### src/common/trig_params.svh
// Timing counts, field codes and reset values for the protocol trigger detector.
// Assumes a 40 MHz system clock; included by bare name.
`ifndef TRIG_PARAMS_SVH
`define TRIG_PARAMS_SVH

`define CLK_HZ              40000000
`define CAN_BAUD_MIN        10000
`define CAN_BAUD_MAX        1000000
`define LIN_BAUD_MIN        2400
`define LIN_BAUD_MAX        625000
// Cycles per bit at the slowest and fastest rates
`define CAN_DIV_MAX         (`CLK_HZ / `CAN_BAUD_MIN)
`define CAN_DIV_MIN         (`CLK_HZ / `CAN_BAUD_MAX)
`define LIN_DIV_MAX         (`CLK_HZ / `LIN_BAUD_MIN)
`define LIN_DIV_MIN         (`CLK_HZ / `LIN_BAUD_MAX)
`define DIV_W               15
`define CAN_EOF_BITS        7
`define CAN_IDLE_BITS       11
`define BRK_11              2'h1
`define BRK_12              2'h2
`define BRK_13              2'h3
`define I2C_ADDR10_PREFIX   5'h1e
`define SYNC_RESET          1'h1
`endif

### src/common/trig_pkg.sv
// Types shared by the protocol trigger detector.
// Assumes nothing beyond a SystemVerilog compiler.
package trig_pkg;
    // Protocol selection
    typedef enum logic [1:0] {
        proto_can = 2'b00,
        proto_lin = 2'b01,
        proto_i2c = 2'b10,
        proto_off = 2'b11
    } proto_type;
    // CAN signal type
    typedef enum logic [1:0] {
        can_high_speed = 2'b00,
        can_fault_tol  = 2'b01,
        can_single     = 2'b10
    } can_sig_type;
    // I2C trigger conditions
    typedef enum logic [1:0] {
        i2c_start    = 2'b00,
        i2c_stop     = 2'b01,
        i2c_miss_ack = 2'b10,
        i2c_restart  = 2'b11
    } i2c_cond_type;
    // I2C bit tracking state
    typedef enum logic [1:0] {
        i2c_idle = 2'b00,
        i2c_data = 2'b01,
        i2c_ack  = 2'b10
    } i2c_state_type;
endpackage

### src/rtl/trig_detector.sv
// Protocol trigger detector for CAN, LIN and I2C; I2C on fixed input channels, CAN and LIN on a selected one, except the CAN pair on ch0 and ch1 at source zero.
// Assumes synchronous config inputs, held stable while run is high.
`timescale 1ns/1ps
`include "trig_params.svh"
module trig_detector
    import trig_pkg::*;
(
    input  wire logic              clk,
    input  wire logic              resetn,
    input  wire logic [5:0]        chan_in,
    input  wire logic              run,
    input  wire proto_type         proto,
    input  wire logic              can_on_end,
    input  wire can_sig_type       can_sig,
    input  wire logic [1:0]        trig_source,
    input  wire logic [`DIV_W-1:0] bit_div,
    input  wire logic [1:0]        brk_len,
    input  wire i2c_cond_type      i2c_cond,
    input  wire logic              addr10_en,
    input  wire logic              thresh_manual,
    input  wire logic [7:0]        thresh_level,
    output logic                   trigger,
    output logic                   thresh_manual_out,
    output logic [7:0]             thresh_level_out,
    output logic                   addr10_seen,
    output logic                   read_seen,
    output logic                   busy
);
    // ==========================================================
    // Input capture
    logic [5:0] lines;
    logic [5:0] lines_d;

    input_sync u_sync
    (
        .clk    (clk),
        .resetn (resetn),
        .raw    (chan_in),
        .synced (lines)
    );

    // Previous sample for edge detection on synchronised lines
    always_ff @(posedge clk or negedge resetn)
    begin
        if (!resetn)
            lines_d <= 6'h3f;
        else
            lines_d <= lines;
    end

    // Dominant means logic low on the chosen view of the bus
    function automatic logic pick_line(input logic [5:0] l, input logic [1:0] sel);
        pick_line = l[sel];
    endfunction

    // ==========================================================
    // Threshold mode and manual level pass-through, registered; automatic mode gives level 8'h80
    always_ff @(posedge clk or negedge resetn)
    begin
        if (!resetn)
        begin
            thresh_manual_out <= 1'b0;
            thresh_level_out  <= 8'h00;
        end
        else
        begin
            thresh_manual_out <= thresh_manual;
            thresh_level_out  <= thresh_manual ? thresh_level : 8'h80;
        end
    end

    // ==========================================================
    // CAN / LIN serial line selection
    logic bus_rx;
    logic bus_rx_d;

    // Differential pair decoded as high minus low; single wire on ch0
    always_comb
    begin
        bus_rx   = 1'b1;
        bus_rx_d = 1'b1;
        if (proto == proto_can && trig_source == 2'h0)
        begin
            if (can_sig == can_single)
            begin
                bus_rx   = lines[0];
                bus_rx_d = lines_d[0];
            end
            else
            begin
                bus_rx   = ~(lines[0] & ~lines[1]);
                bus_rx_d = ~(lines_d[0] & ~lines_d[1]);
            end
        end
        else if (proto == proto_can || proto == proto_lin)
        begin
            // Source zero is the bus line itself; others are transceiver pins
            bus_rx   = pick_line(lines, trig_source);
            bus_rx_d = pick_line(lines_d, trig_source);
        end
    end

    logic fall_edge;
    logic mid_bit;
    logic bit_end;
    assign fall_edge = bus_rx_d & ~bus_rx;

    // Resynchronise bit timing on every falling edge
    bit_timer u_timer
    (
        .clk     (clk),
        .resetn  (resetn),
        .bit_div (bit_div),
        .restart (fall_edge),
        .mid_bit (mid_bit),
        .bit_end (bit_end)
    );

    // ==========================================================
    // CAN frame tracking: recessive run counter
    logic [3:0] rec_run;
    logic       in_frame;
    logic       can_event;

    // Frame end is seven recessive bits; idle after eleven
    always_ff @(posedge clk or negedge resetn)
    begin
        if (!resetn)
        begin
            rec_run  <= 4'h0;
            in_frame <= 1'b0;
        end
        else if (proto != proto_can || !run)
        begin
            rec_run  <= 4'h0;
            in_frame <= 1'b0;
        end
        else if (fall_edge && !in_frame && rec_run >= 4'(`CAN_IDLE_BITS))
            in_frame <= 1'b1;
        else if (mid_bit)
        begin
            if (!bus_rx)
                rec_run <= 4'h0;
            else if (rec_run != 4'hf)
                rec_run <= rec_run + 4'h1;
            if (in_frame && bus_rx && rec_run == 4'(`CAN_EOF_BITS - 1))
                in_frame <= 1'b0;
        end
    end

    // Start on the idle-to-dominant edge, end on the seventh recessive bit
    always_comb
    begin
        can_event = 1'b0;
        if (!can_on_end)
            can_event = fall_edge && !in_frame && rec_run >= 4'(`CAN_IDLE_BITS);
        else
            can_event = mid_bit && in_frame && bus_rx && rec_run == 4'(`CAN_EOF_BITS - 1);
    end

    // ==========================================================
    // LIN sync break measurement
    logic [4:0] dom_bits;
    logic [4:0] brk_min;
    logic       lin_event;

    // Break length select, 11 to 13 bits
    always_comb
    begin
        case (brk_len)
            `BRK_11: brk_min = 5'd11;
            `BRK_12: brk_min = 5'd12;
            `BRK_13: brk_min = 5'd13;
            default: brk_min = 5'd13;
        endcase
    end

    // Count whole dominant bits; saturate so long breaks still qualify
    always_ff @(posedge clk or negedge resetn)
    begin
        if (!resetn)
            dom_bits <= 5'h0;
        else if (proto != proto_lin || bus_rx)
            dom_bits <= 5'h0;
        else if (bit_end && dom_bits != 5'h1f)
            dom_bits <= dom_bits + 5'h1;
    end

    // Fire on the rising edge that closes a long enough break
    assign lin_event = (proto == proto_lin) && !bus_rx_d && bus_rx && dom_bits >= brk_min;

    // ==========================================================
    // I2C condition detection
    logic sda;
    logic scl;
    logic sda_d;
    logic scl_d;
    logic start_cond;
    logic stop_cond;
    logic scl_rise;
    assign sda      = lines[0];
    assign scl      = lines[1];
    assign sda_d    = lines_d[0];
    assign scl_d    = lines_d[1];
    assign start_cond = scl && scl_d && sda_d && !sda;
    assign stop_cond  = scl && scl_d && !sda_d && sda;
    assign scl_rise   = !scl_d && scl;

    i2c_state_type state;
    logic [2:0]    bit_cnt;
    logic [7:0]    shift;
    logic          framed;
    logic          first_byte;
    logic          ack_miss;

    // Byte and acknowledge tracking, sampled on clock rising edges
    always_ff @(posedge clk or negedge resetn)
    begin
        if (!resetn)
        begin
            state      <= i2c_idle;
            bit_cnt    <= 3'h0;
            shift      <= 8'h00;
            framed     <= 1'b0;
            first_byte <= 1'b0;
        end
        else if (proto != proto_i2c)
        begin
            state  <= i2c_idle;
            framed <= 1'b0;
        end
        else if (start_cond)
        begin
            state      <= i2c_data;
            bit_cnt    <= 3'h0;
            framed     <= 1'b1;
            first_byte <= 1'b1;
        end
        else if (stop_cond)
        begin
            state  <= i2c_idle;
            framed <= 1'b0;
        end
        else if (scl_rise)
        begin
            case (state)
                i2c_data:
                begin
                    shift   <= {shift[6:0], sda};
                    bit_cnt <= bit_cnt + 3'h1;
                    if (bit_cnt == 3'h7)
                        state <= i2c_ack;
                end
                i2c_ack:
                begin
                    state      <= i2c_data;
                    first_byte <= 1'b0;
                end
                default: state <= i2c_idle;
            endcase
        end
    end

    // Acknowledge sampled high means nobody accepted the byte
    assign ack_miss = (proto == proto_i2c) && scl_rise && state == i2c_ack && sda;

    // Address byte decode, first byte after start
    always_ff @(posedge clk or negedge resetn)
    begin
        if (!resetn)
        begin
            addr10_seen <= 1'b0;
            read_seen   <= 1'b0;
        end
        else if (proto == proto_i2c && scl_rise && state == i2c_ack && first_byte)
        begin
            // Ten-bit write prefix only counts when the option is on
            addr10_seen <= addr10_en && shift[7:3] == `I2C_ADDR10_PREFIX && !shift[0];
            read_seen   <= shift[0];
        end
    end

    logic i2c_event;
    // One condition chosen; a restart is a start seen while still framed
    always_comb
    begin
        case (i2c_cond)
            i2c_start:    i2c_event = start_cond;
            i2c_stop:     i2c_event = stop_cond;
            i2c_miss_ack: i2c_event = ack_miss;
            i2c_restart:  i2c_event = start_cond && framed;
            default:      i2c_event = 1'b0;
        endcase
    end

    // ==========================================================
    // Trigger output
    logic next_trigger;
    always_comb
    begin
        case (proto)
            proto_can: next_trigger = can_event;
            proto_lin: next_trigger = lin_event;
            proto_i2c: next_trigger = i2c_event;
            default:   next_trigger = 1'b0;
        endcase
    end

    // Source events are single-cycle, so the register is a single pulse
    always_ff @(posedge clk or negedge resetn)
    begin
        if (!resetn)
        begin
            trigger <= 1'b0;
            busy    <= 1'b0;
        end
        else
        begin
            trigger <= run && next_trigger;
            busy    <= (proto == proto_i2c) ? framed : in_frame || !bus_rx;
        end
    end
endmodule // trig_detector

### src/rtl/input_sync.sv
// Two-stage synchroniser for a bank of bus lines.
// Assumes lines change freely against clk.
`timescale 1ns/1ps
`include "trig_params.svh"
module input_sync
    import trig_pkg::*;
(
    input  wire logic       clk,
    input  wire logic       resetn,
    input  wire logic [5:0] raw,
    output logic      [5:0] synced
);
    logic [5:0] stage1;

    // First stage feeds only the second stage
    always_ff @(posedge clk or negedge resetn)
    begin
        if (!resetn)
        begin
            stage1 <= {6{`SYNC_RESET}};
            synced <= {6{`SYNC_RESET}};
        end
        else
        begin
            stage1 <= raw;
            synced <= stage1;
        end
    end
endmodule // input_sync

### src/rtl/bit_timer.sv
// Bit-time enable generator, restartable on a bus edge.
// Assumes bit_div is held stable while running.
`timescale 1ns/1ps
`include "trig_params.svh"
module bit_timer
    import trig_pkg::*;
(
    input  wire logic              clk,
    input  wire logic              resetn,
    input  wire logic [`DIV_W-1:0] bit_div,
    input  wire logic              restart,
    output logic                   mid_bit,
    output logic                   bit_end
);
    logic [`DIV_W-1:0] count;

    // Count through one bit; pulses at middle and end
    always_ff @(posedge clk or negedge resetn)
    begin
        if (!resetn)
        begin
            count   <= '0;
            mid_bit <= 1'b0;
            bit_end <= 1'b0;
        end
        else
        begin
            mid_bit <= (count == (bit_div >> 1));
            bit_end <= (count == bit_div - `DIV_W'(1));
            if (restart || count >= bit_div - `DIV_W'(1))
                count <= '0;
            else
                count <= count + `DIV_W'(1);
        end
    end
endmodule // bit_timer

### config.mk
export PLATFORM = sky130hd
export DESIGN_NAME = trig_detector
export DESIGN_NICKNAME = d
export VERILOG_FILES = /design/src/common/trig_pkg.sv /design/src/rtl/trig_detector.sv /design/src/rtl/input_sync.sv /design/src/rtl/bit_timer.sv
export VERILOG_INCLUDE_DIRS = /design/src /design/src/common
export SDC_FILE = /design/constraint.sdc
export NUM_CORES = 1
export LEC_CHECK = 0
export BUFFER_PORTS_ARGS = -buffer_cell sky130_fd_sc_hd__buf_4
export CAP_MARGIN = 30
export CELL_PAD_IN_SITES_DETAIL_PLACEMENT = 1
export CELL_PAD_IN_SITES_GLOBAL_PLACEMENT = 1
export CORE_MARGIN = 1.5
export CORE_UTILIZATION = 49
export DETAILED_ROUTE_END_ITERATION = 10
export MAX_ROUTING_LAYER = met4
export PLACE_DENSITY_LB_ADDON = 0.1
export SLEW_MARGIN = 25
export SYNTH_ARGS = -nofsm -noshare
export SYNTH_HDL_FRONTEND = slang
export SYNTH_HIERARCHICAL = 1
export SYNTH_SLANG_ARGS = --single-unit
### constraint.sdc
create_clock -name clk -period 3.8 [get_ports clk]
set_input_delay 0.57 -clock clk [delete_from_list [all_inputs] [get_ports clk]]
set_output_delay 0.57 -clock clk [all_outputs]
set_load 0.02 [all_outputs]
## Word level (Yosys, flattened, before mapping)

Cells that the tools add are included.

| word-level totals | value |
|---|---|
| flip-flop bits (word level) | 67 |
| bits of input ports | 45 |
| output and inout port bits | 13 |
| logic and storage cells | 166 |

| cells by class | value |
|---|---|
| add/subtract/negate cells | 5 |
| order comparisons | 4 |
| equality and inequality tests | 23 |
| muxes and demuxes | 45 |
| bitwise operators | 11 |
| reductions and logical operators | 58 |

Operators by type and width:

| cell | number |
|---|---|
| logical AND 1 bit | 26 |
| 2-to-1 mux 1 bit | 21 |
| 2-to-1 mux 4 bit | 5 |
| adder 15 x 1 -> 15 bit (second input constant) | 1 |
| equality test 15 x 14 -> 1 bit | 1 |
| equality test 15 bit | 1 |
| >= comparator 15 bit | 1 |
| 2-to-1 mux 15 bit | 1 |
| subtractor 15 x 1 -> 15 bit (second input constant) | 1 |
| equality test 2 bit (second input constant) | 6 |
| 2-to-1 mux 3 bit | 4 |
| nonzero test 2 bit | 6 |
| 2-to-1 mux 2 bit | 5 |
| 2-to-1 mux 5 bit | 2 |
| inequality test 5 bit (second input constant) | 2 |
| nonzero test 3 bit | 3 |
| equality test 2 x 1 -> 1 bit (second input constant) | 4 |
| zero test 1 bit | 8 |
| 2-to-1 mux 8 bit | 1 |
| inverter 1 bit | 8 |
| AND reduction 4 bit | 2 |
| zero test 2 bit | 3 |
| inequality test 2 bit (second input constant) | 3 |
| one-hot mux 3 bit (2 select lines) | 1 |
| 22 further kinds | 30 |

## Depth between registers and ports, before layout

Gate-level depths: netlist (run 1).

| depth | value |
|---|---|
| word-level depth | 12 |
| gate-level depth with buffers | 11 |
| gate-level depth less buffers | 10 |

## Modules after synthesis

Netlist (run 1), hierarchy kept.

By module, submodules not included:

| module | times used | cells each | area each (µm²) | sequential area each (µm²) |
|---|---|---|---|---|
| trig_detector | 1 | 227 | 2,219.6 | 1,056.0 |
| bit_timer | 1 | 166 | 1,587.8 | 425.4 |
| input_sync | 1 | 12 | 315.3 | 315.3 |

## Worst setup path before layout (run 1)

OpenSTA, ideal clock, no wires.

| timing | value |
|---|---|
| kind | input port to flip-flop |
| start point | input port bit_div[5] |
| end point | register u_timer.count[10] |
| library setup time | 0.129 ns |
| arrival time | 2.895 ns |
| required time | 3.671 ns |
| path slack | 0.776 ns |
| stages on the path | 11 |
| path buffers | 2 |
| path through | clkbuf_1 -> nor4_2 -> nand4b_1 -> nor4_1 -> xnor2_1 -> ha_1 -> nand4_2 -> or4_4 -> o211ai_2 -> buf_6 -> nor3_2 |

| between the ends | value |
|---|---|
| word-level cells in the longest chain between the ends | 4 |

Ends and longest elaborated chain:

| item | line | text |
|---|---|---|
| from (decl) | trig_detector.sv:16 | `` input wire logic [`DIV_W-1:0] bit_div, `` |
| subtractor 15 x 1 -> 15 bit | bit_timer.sv:30 | `` if (restart \|\| count >= bit_div - `DIV_W'(1)) `` |
| >= comparator 15 bit | bit_timer.sv:30 |  |
| logical OR 1 bit | bit_timer.sv:30 |  |
| 2-to-1 mux 15 bit | bit_timer.sv:30 |  |
| to (signal assigned) | bit_timer.sv:33 | `` count <= count + `DIV_W'(1); `` |
| to (decl) | bit_timer.sv:15 | `` logic [`DIV_W-1:0] count; `` |

No other way between the ends.
A chain may end at the register's enable or synchronous reset.

## Worst setup path after layout (run 1)

| timing | value |
|---|---|
| start point | input port bit_div[2] |
| end point | register u_timer.count[14] |

The elaborated chain is that of the path after synthesis.

==> results of run 1 <==
[report_power, final]
| part | switching, W | leakage, nW | total (W) | internal (W) |
|---|---|---|---|---|
| combinational | 0.000151 | 1.16 | 0.000287 | 0.000136 |
| clock | 0.000313 | 0.0988 | 0.000627 | 0.000315 |
| sequential | 0.0000508 | 0.871 | 0.000805 | 0.000754 |
| total | 0.000515 | 2.13 | 0.00172 | 0.00120 |
[flip-flops by register name, summed over array words and instances, names as in the netlist, 2 cells and up]
name and cells:
u_timer/count 15, shift 8, thresh_level_out 8, dom_bits 5
lines_d 4, rec_run 4, u_sync/stage1 4, u_sync/synced 4
bit_cnt 3, state 2
[how the worst max path moves through the flow]
stage | startpoint | endpoint | slack [ns] | cells past startpoint
2_1_floorplan | bit_div[5] | u_timer/count[10]$_DFF_PN0_ | 0.78 | 11
3_3_place_gp | bit_div[2] | u_timer/count[14]$_DFF_PN0_ | 0.59 | 11
3_5_place_dp | bit_div[2] | u_timer/count[3]$_DFF_PN0_ | 0.44 | 11
4_1_cts | bit_div[2] | u_timer/count[14]$_DFF_PN0_ | 0.75 | 11
5_1_grt | bit_div[5] | u_timer/count[14]$_DFF_PN0_ | 0.52 | 11
6_report | bit_div[2] | u_timer/count[14]$_DFF_PN0_ | 0.70 | 11
[per-layer routing]
layer	vias to the layer above	global-route usage, %	part of all wire [%]
li1	1528	-	-
met1	1592	31.6	46
met2	66	43.4	50
met3	15	3.66	3.4
met4	0	7.96	1.4
met5	-	-	0
[final cells by class]
| cell class | instances | area [sq um] |
|---|---|---|
| Clock buffer | 9 | 124 |
| Clock inverter | 7 | 82.6 |
| Fill cell | 891 | 3130 |
| Inverter | 14 | 52.6 |
| Multi-Input combinational cell | 310 | 2210 |
| Sequential cell | 67 | 1690 |
| Tap cell | 102 | 128 |
| Timing Repair Buffer | 57 | 428 |
[stage by stage]
stage | total power [W] | util (%) | cells | area [sq um]
2_1_floorplan | 0.000980 | - | 401 | 4020
3_3_place_gp | 0.00109 | 57.5 | 550 | 4510
3_5_place_dp | 0.00110 | 57.5 | 550 | 4510
4_1_cts | 0.00174 | 60.2 | 566 | 4720
5_1_grt | 0.00180 | 60.2 | 566 | 4720
6_report | 0.00172 | 60.2 | 566 | 4720
==> results.sh, run 1 <==
export IMPL_status="finished clean"
export IMPL_detailedPlace_worstSlack_ns=0.441
export IMPL_netlist_instances=401
export IMPL_synth_nets=472
export IMPL_critical_path_slowest_cell="a2111oi_2"
export IMPL_max_freq_ghz=0.323
export IMPL_crit_family="simple AND/OR/NAND/NOR gates"
export IMPL_worstPathArrival_ns=3.33
export IMPL_ff2ff_path_depth=9
export IMPL_cts_tree="done"
export IMPL_htree_levels=3
export IMPL_hold_path_class="primary input to asynchronous set/reset pin"
export IMPL_rsz0062_at_grt="false"
export IMPL_ant_nets=0
export IMPL_cts_resized=0
export IMPL_die_w_microns=93.6
export IMPL_cts_buffers=9
export IMPL_grt_overflow_total=0
export IMPL_coreArea_sq_um=7850
export IMPL_routedWlPerCell_microns=17.6
export IMPL_gp_congestion=0.830
export IMPL_maxSlewViolCount=0
export IMPL_drc=0
export IMPL_holdWs_ns=0.317
export IMPL_reg2reg_to="u_timer/count[14]$_DFF_PN0_"
export IMPL_ctsRootBufferMaster="clkbuf_8"
export IMPL_final_common_cell="buf_4"
export IMPL_core_rowCount=32
export IMPL_cts_sinks=67
export IMPL_grt_pass1_wl_microns=17000
export IMPL_cts_path_max_buffers=2
export IMPL_worstSkewPairLatency_ns=0.35
export IMPL_grt_max_degree=68
export IMPL_antenna_found_initial=0
export IMPL_mostFrequentLayoutCells="buf_4 (57), nand2_1 (55), dfrtp_1 (55)"
export IMPL_critPathMaxStageDelay_ns=0.44
export IMPL_post_drt_via_cell_ratio=5.66
export IMPL_ir_drop_mv=0.221
export IMPL_syn_to_final_growth_pct=17.5
export IMPL_clk_pin_slew_ns=0.08
export IMPL_start_util_pct=51.2
export IMPL_grt_pass1_vias=3530
export IMPL_drt_iter0_markers=103
export IMPL_port_buffers=55
export IMPL_cts_setup_buffers=0
export IMPL_startpoint_type="primary input"
export IMPL_worst_pin_slew_ns=0.850
export IMPL_maxSlewHeadroom_pct=43.3
export IMPL_fin_tns_setup_ns=0
export IMPL_p_leak_nw=2.13
export IMPL_power_density_nw_per_um2=364
export IMPL_path_cells="buf_4 -> nor3_1 -> nand4b_1 -> nor3_1 -> xnor2_1 -> ha_1 -> and4_1 -> a2111oi_2 -> o211ai_2 -> buf_4 -> a211oi_1"
export IMPL_hold_buffers=0
export IMPL_finalSetupViolCount=0
export IMPL_hpwlAfterDp_microns=7170
export IMPL_path_class="primary input to register"
export IMPL_worst_path_max_fanout=15
export IMPL_die_h_microns=93.6
export IMPL_post_route_min_period_ns=3.10
export IMPL_synth_cell_area_sq_um=4020
export IMPL_cp_buffers_inverters=2
export IMPL_skew_ns=0.0144
export IMPL_layout_drive_gt1_share_pct=24.4
export IMPL_first_pass_iters=4
export IMPL_drt_total_wl_microns=9970
export IMPL_maxCapViolations=0
export IMPL_setup_ws_ns=0.701
export IMPL_io_pins=58
export IMPL_end_kind="register"
export IMPL_die_area_sq_um=8750
export IMPL_avgSynthCellArea_sq_um=10.0
export IMPL_grt_use_total_pct=25.6
export IMPL_rr_startpoint="u_sync/synced[0]$_DFF_PN1_"
export IMPL_r2r_setup_slack_ns=1.21
export IMPL_nets=530
export IMPL_via_count=3201
export IMPL_worst_ep_required_time_ns=4.03
export IMPL_num_antenna_cells=0
export IMPL_min_period_over_period_pct=81.6
export IMPL_hold_viol=0
export IMPL_yosysWarnings=6
Note: power is estimated with default switching activity, not from simulation.
==> inputs of run 2 (changes only) <==
--- a/config.mk
+++ b/config.mk
@@ -11,7 +11,7 @@
 export CELL_PAD_IN_SITES_DETAIL_PLACEMENT = 1
 export CELL_PAD_IN_SITES_GLOBAL_PLACEMENT = 1
 export CORE_MARGIN = 1.5
-export CORE_UTILIZATION = 49
+export CORE_UTILIZATION = 45
 export DETAILED_ROUTE_END_ITERATION = 10
 export MAX_ROUTING_LAYER = met4
 export PLACE_DENSITY_LB_ADDON = 0.1
==> constraint.sdc (replaced) <==
create_clock -name clk -period 3.2 [get_ports clk]
set_input_delay 0.48 -clock clk [delete_from_list [all_inputs] [get_ports clk]]
set_output_delay 0.48 -clock clk [all_outputs]
set_load 0.02 [all_outputs]
==> results.sh, run 2 (same netlist as run 1, synthesis figures left out) <==
export IMPL_final_cell_area_sq_um=4770
export IMPL_mostFrequentLayoutCells="buf_4 (60), nand2_1 (55), dfrtp_1 (55)"
export IMPL_startpoint_type="primary input"
export IMPL_clk_pin_slew_ns=0.08
export IMPL_num_antenna_cells=0
export IMPL_die_h_microns=97.5
export IMPL_finish_utilization_pct=55.0
export IMPL_ctsRootBufferMaster="clkbuf_8"
export IMPL_skew_ns=0.0103
export IMPL_io_pins=58
export IMPL_worst_path_max_fanout=11
export IMPL_largest_reg_flops=15
export IMPL_drt_total_wl_microns=9760
export IMPL_cts_resized=0
export IMPL_grt_pass1_wl_microns=16800
export IMPL_hold_viol=0
export IMPL_cts_buffers=9
export IMPL_worst_ep_required_time_ns=3.45
export IMPL_worst_pin_slew_ns=0.858
export IMPL_grt_overflow_total=0
export IMPL_ir_drop_mv=0.247
export IMPL_die_w_microns=97.5
export IMPL_coreArea_sq_um=8680
export IMPL_syn_to_final_growth_pct=18.7
export IMPL_placed_cell_area_sq_um=4560
export IMPL_layout_cells_non_filler=576
export IMPL_start_util_pct=46.3
export IMPL_hold_buffers=0
export IMPL_maxSlewViolCount=0
export IMPL_grtUsageMet1_pct=28.8
export IMPL_use_met3_pct=3.45
export IMPL_grtUsageMet2_pct=37.7
export IMPL_max_freq_ghz=0.341
export IMPL_drt_iter0_markers=121
export IMPL_finalSetupViolCount=0
export IMPL_antenna_found_initial=0
export IMPL_final_common_cell="buf_4"
export IMPL_grt_use_total_pct=22.6
export IMPL_min_period_over_period_pct=91.8
export IMPL_htree_levels=3
export IMPL_routedWlPerCell_microns=16.9
export IMPL_cts_path_max_buffers=2
export IMPL_die_area_sq_um=9500
export IMPL_worstPathArrival_ns=3.18
export IMPL_first_pass_iters=4
export IMPL_p_leak_nw=2.16
export IMPL_largest_register="u_timer/count"
export IMPL_critPathMaxStageDelay_ns=0.41
export IMPL_power_density_nw_per_um2=428
export IMPL_via_count=3182
export IMPL_critical_path_slowest_cell="a2111oi_2"
export IMPL_top_usage_layer="met2"
export IMPL_gp_congestion=0.850
export IMPL_path_cells="buf_4 -> nor4_2 -> nand4b_1 -> nor3_1 -> xnor2_1 -> ha_1 -> and4_1 -> a2111oi_2 -> o211ai_2 -> buf_12 -> a211oi_1"
export IMPL_grt_pass1_vias=3480
export IMPL_maxCapViolations=0
export IMPL_hpwlAfterDp_microns=7350
export IMPL_drc=0
export IMPL_nFillCells=998
export IMPL_ant_nets=0
export IMPL_reg_largest_list="u_timer/count: 15 flops, shift: 8 flops, thresh_level_out: 8 flops"
export IMPL_fin_tns_setup_ns=0
export IMPL_nets=534
export IMPL_end_kind="register"
export IMPL_layout_drive_gt1_share_pct=25.0
export IMPL_grt_max_degree=68
export IMPL_cts_sinks=67
export IMPL_worstSkewPairLatency_ns=0.35
export IMPL_core_rowCount=34
export IMPL_cts_tree="done"
export IMPL_rsz0062_at_grt="false"
export IMPL_post_drt_via_cell_ratio=5.52
export IMPL_setup_ws_ns=0.263
export IMPL_maxSlewHeadroom_pct=42.8
export IMPL_cts_setup_buffers=0
export IMPL_path_class="primary input to register"
export IMPL_detailedPlace_worstSlack_ns=-0.0744
export IMPL_hold_path_class="primary input to asynchronous set/reset pin"
export IMPL_post_route_min_period_ns=2.94
export IMPL_port_buffers=55
export IMPL_status="finished clean"
export IMPL_placed_cells=560
==> run 2: cell count changes in the layout (fill, tap and decap cells not counted) <==
cell / delta
buf_12: +1
buf_4: +3
==> run 2: power by group <==
| part | internal (W) | total, W | switching [W] |
|---|---|---|---|
| Sequential | 0.000895 | 0.000958 | 0.0000624 |
| Clock | 0.000373 | 0.000744 | 0.000371 |
| Combinational | 0.000164 | 0.000340 | 0.000176 |
==> run 2: worst paths after layout <==
check                                           start  slack [ns]  depth (start not counted)                          end
max                                        bit_div[5]        0.26                         11  u_timer/count[14]$_DFF_PN0_
min                                            resetn        0.21                          1      dom_bits[3]$_DFFE_PN0P_
max reg2reg                u_sync/synced[0]$_DFF_PN1_        0.72                          9  u_timer/count[14]$_DFF_PN0_
min reg2reg                u_sync/stage1[0]$_DFF_PN1_        0.35                          0   u_sync/synced[0]$_DFF_PN1_
max in group asynchronous                      resetn        2.39                          1      dom_bits[0]$_DFFE_PN0P_
min in group clk                           chan_in[2]        0.24                          1   u_sync/stage1[2]$_DFF_PN1_
==> run 2: cell type report <==
| cell class | count | area (sq um) | share of cell area, % |
|---|---|---|---|
| Multi-Input combinational cell | 310 | 2210 | 46.4 |
| Sequential cell | 67 | 1690 | 35.5 |
| Timing Repair Buffer | 61 | 470 | 9.86 |
| Tap cell | 108 | 135 | 2.83 |
| Clock buffer | 9 | 124 | 2.60 |
| Clock inverter | 7 | 82.6 | 1.73 |
| Inverter | 14 | 52.6 | 1.10 |
==> run 2: stage by stage <==
step / power [W] / hold slack, ns
2_1_floorplan: 0.00116 / 0.184
3_3_place_gp: 0.00130 / 0.347
3_5_place_dp: 0.00132 / 0.348
4_1_cts: 0.00207 / 0.219
5_1_grt: 0.00214 / 0.210
6_report: 0.00204 / 0.213
==> run 2: layer usage <==
layer	up-vias	part of all wire (%)
li1	1535	-
met1	1570	47
met2	59	48
met3	18	3.0
met4	0	1.3
met5	-	0
==> run 2: worst max-delay path, delay by kind of cell <==
family / cells / cell delay, ns
adder cells (fa/ha/maj): 1 / 0.28
AND/OR/NAND/NOR: 4 / 1.13
AO/OA/AOI/OAI: 3 / 0.78
XOR/XNOR: 1 / 0.17
buffers and inverters: 2 / 0.32
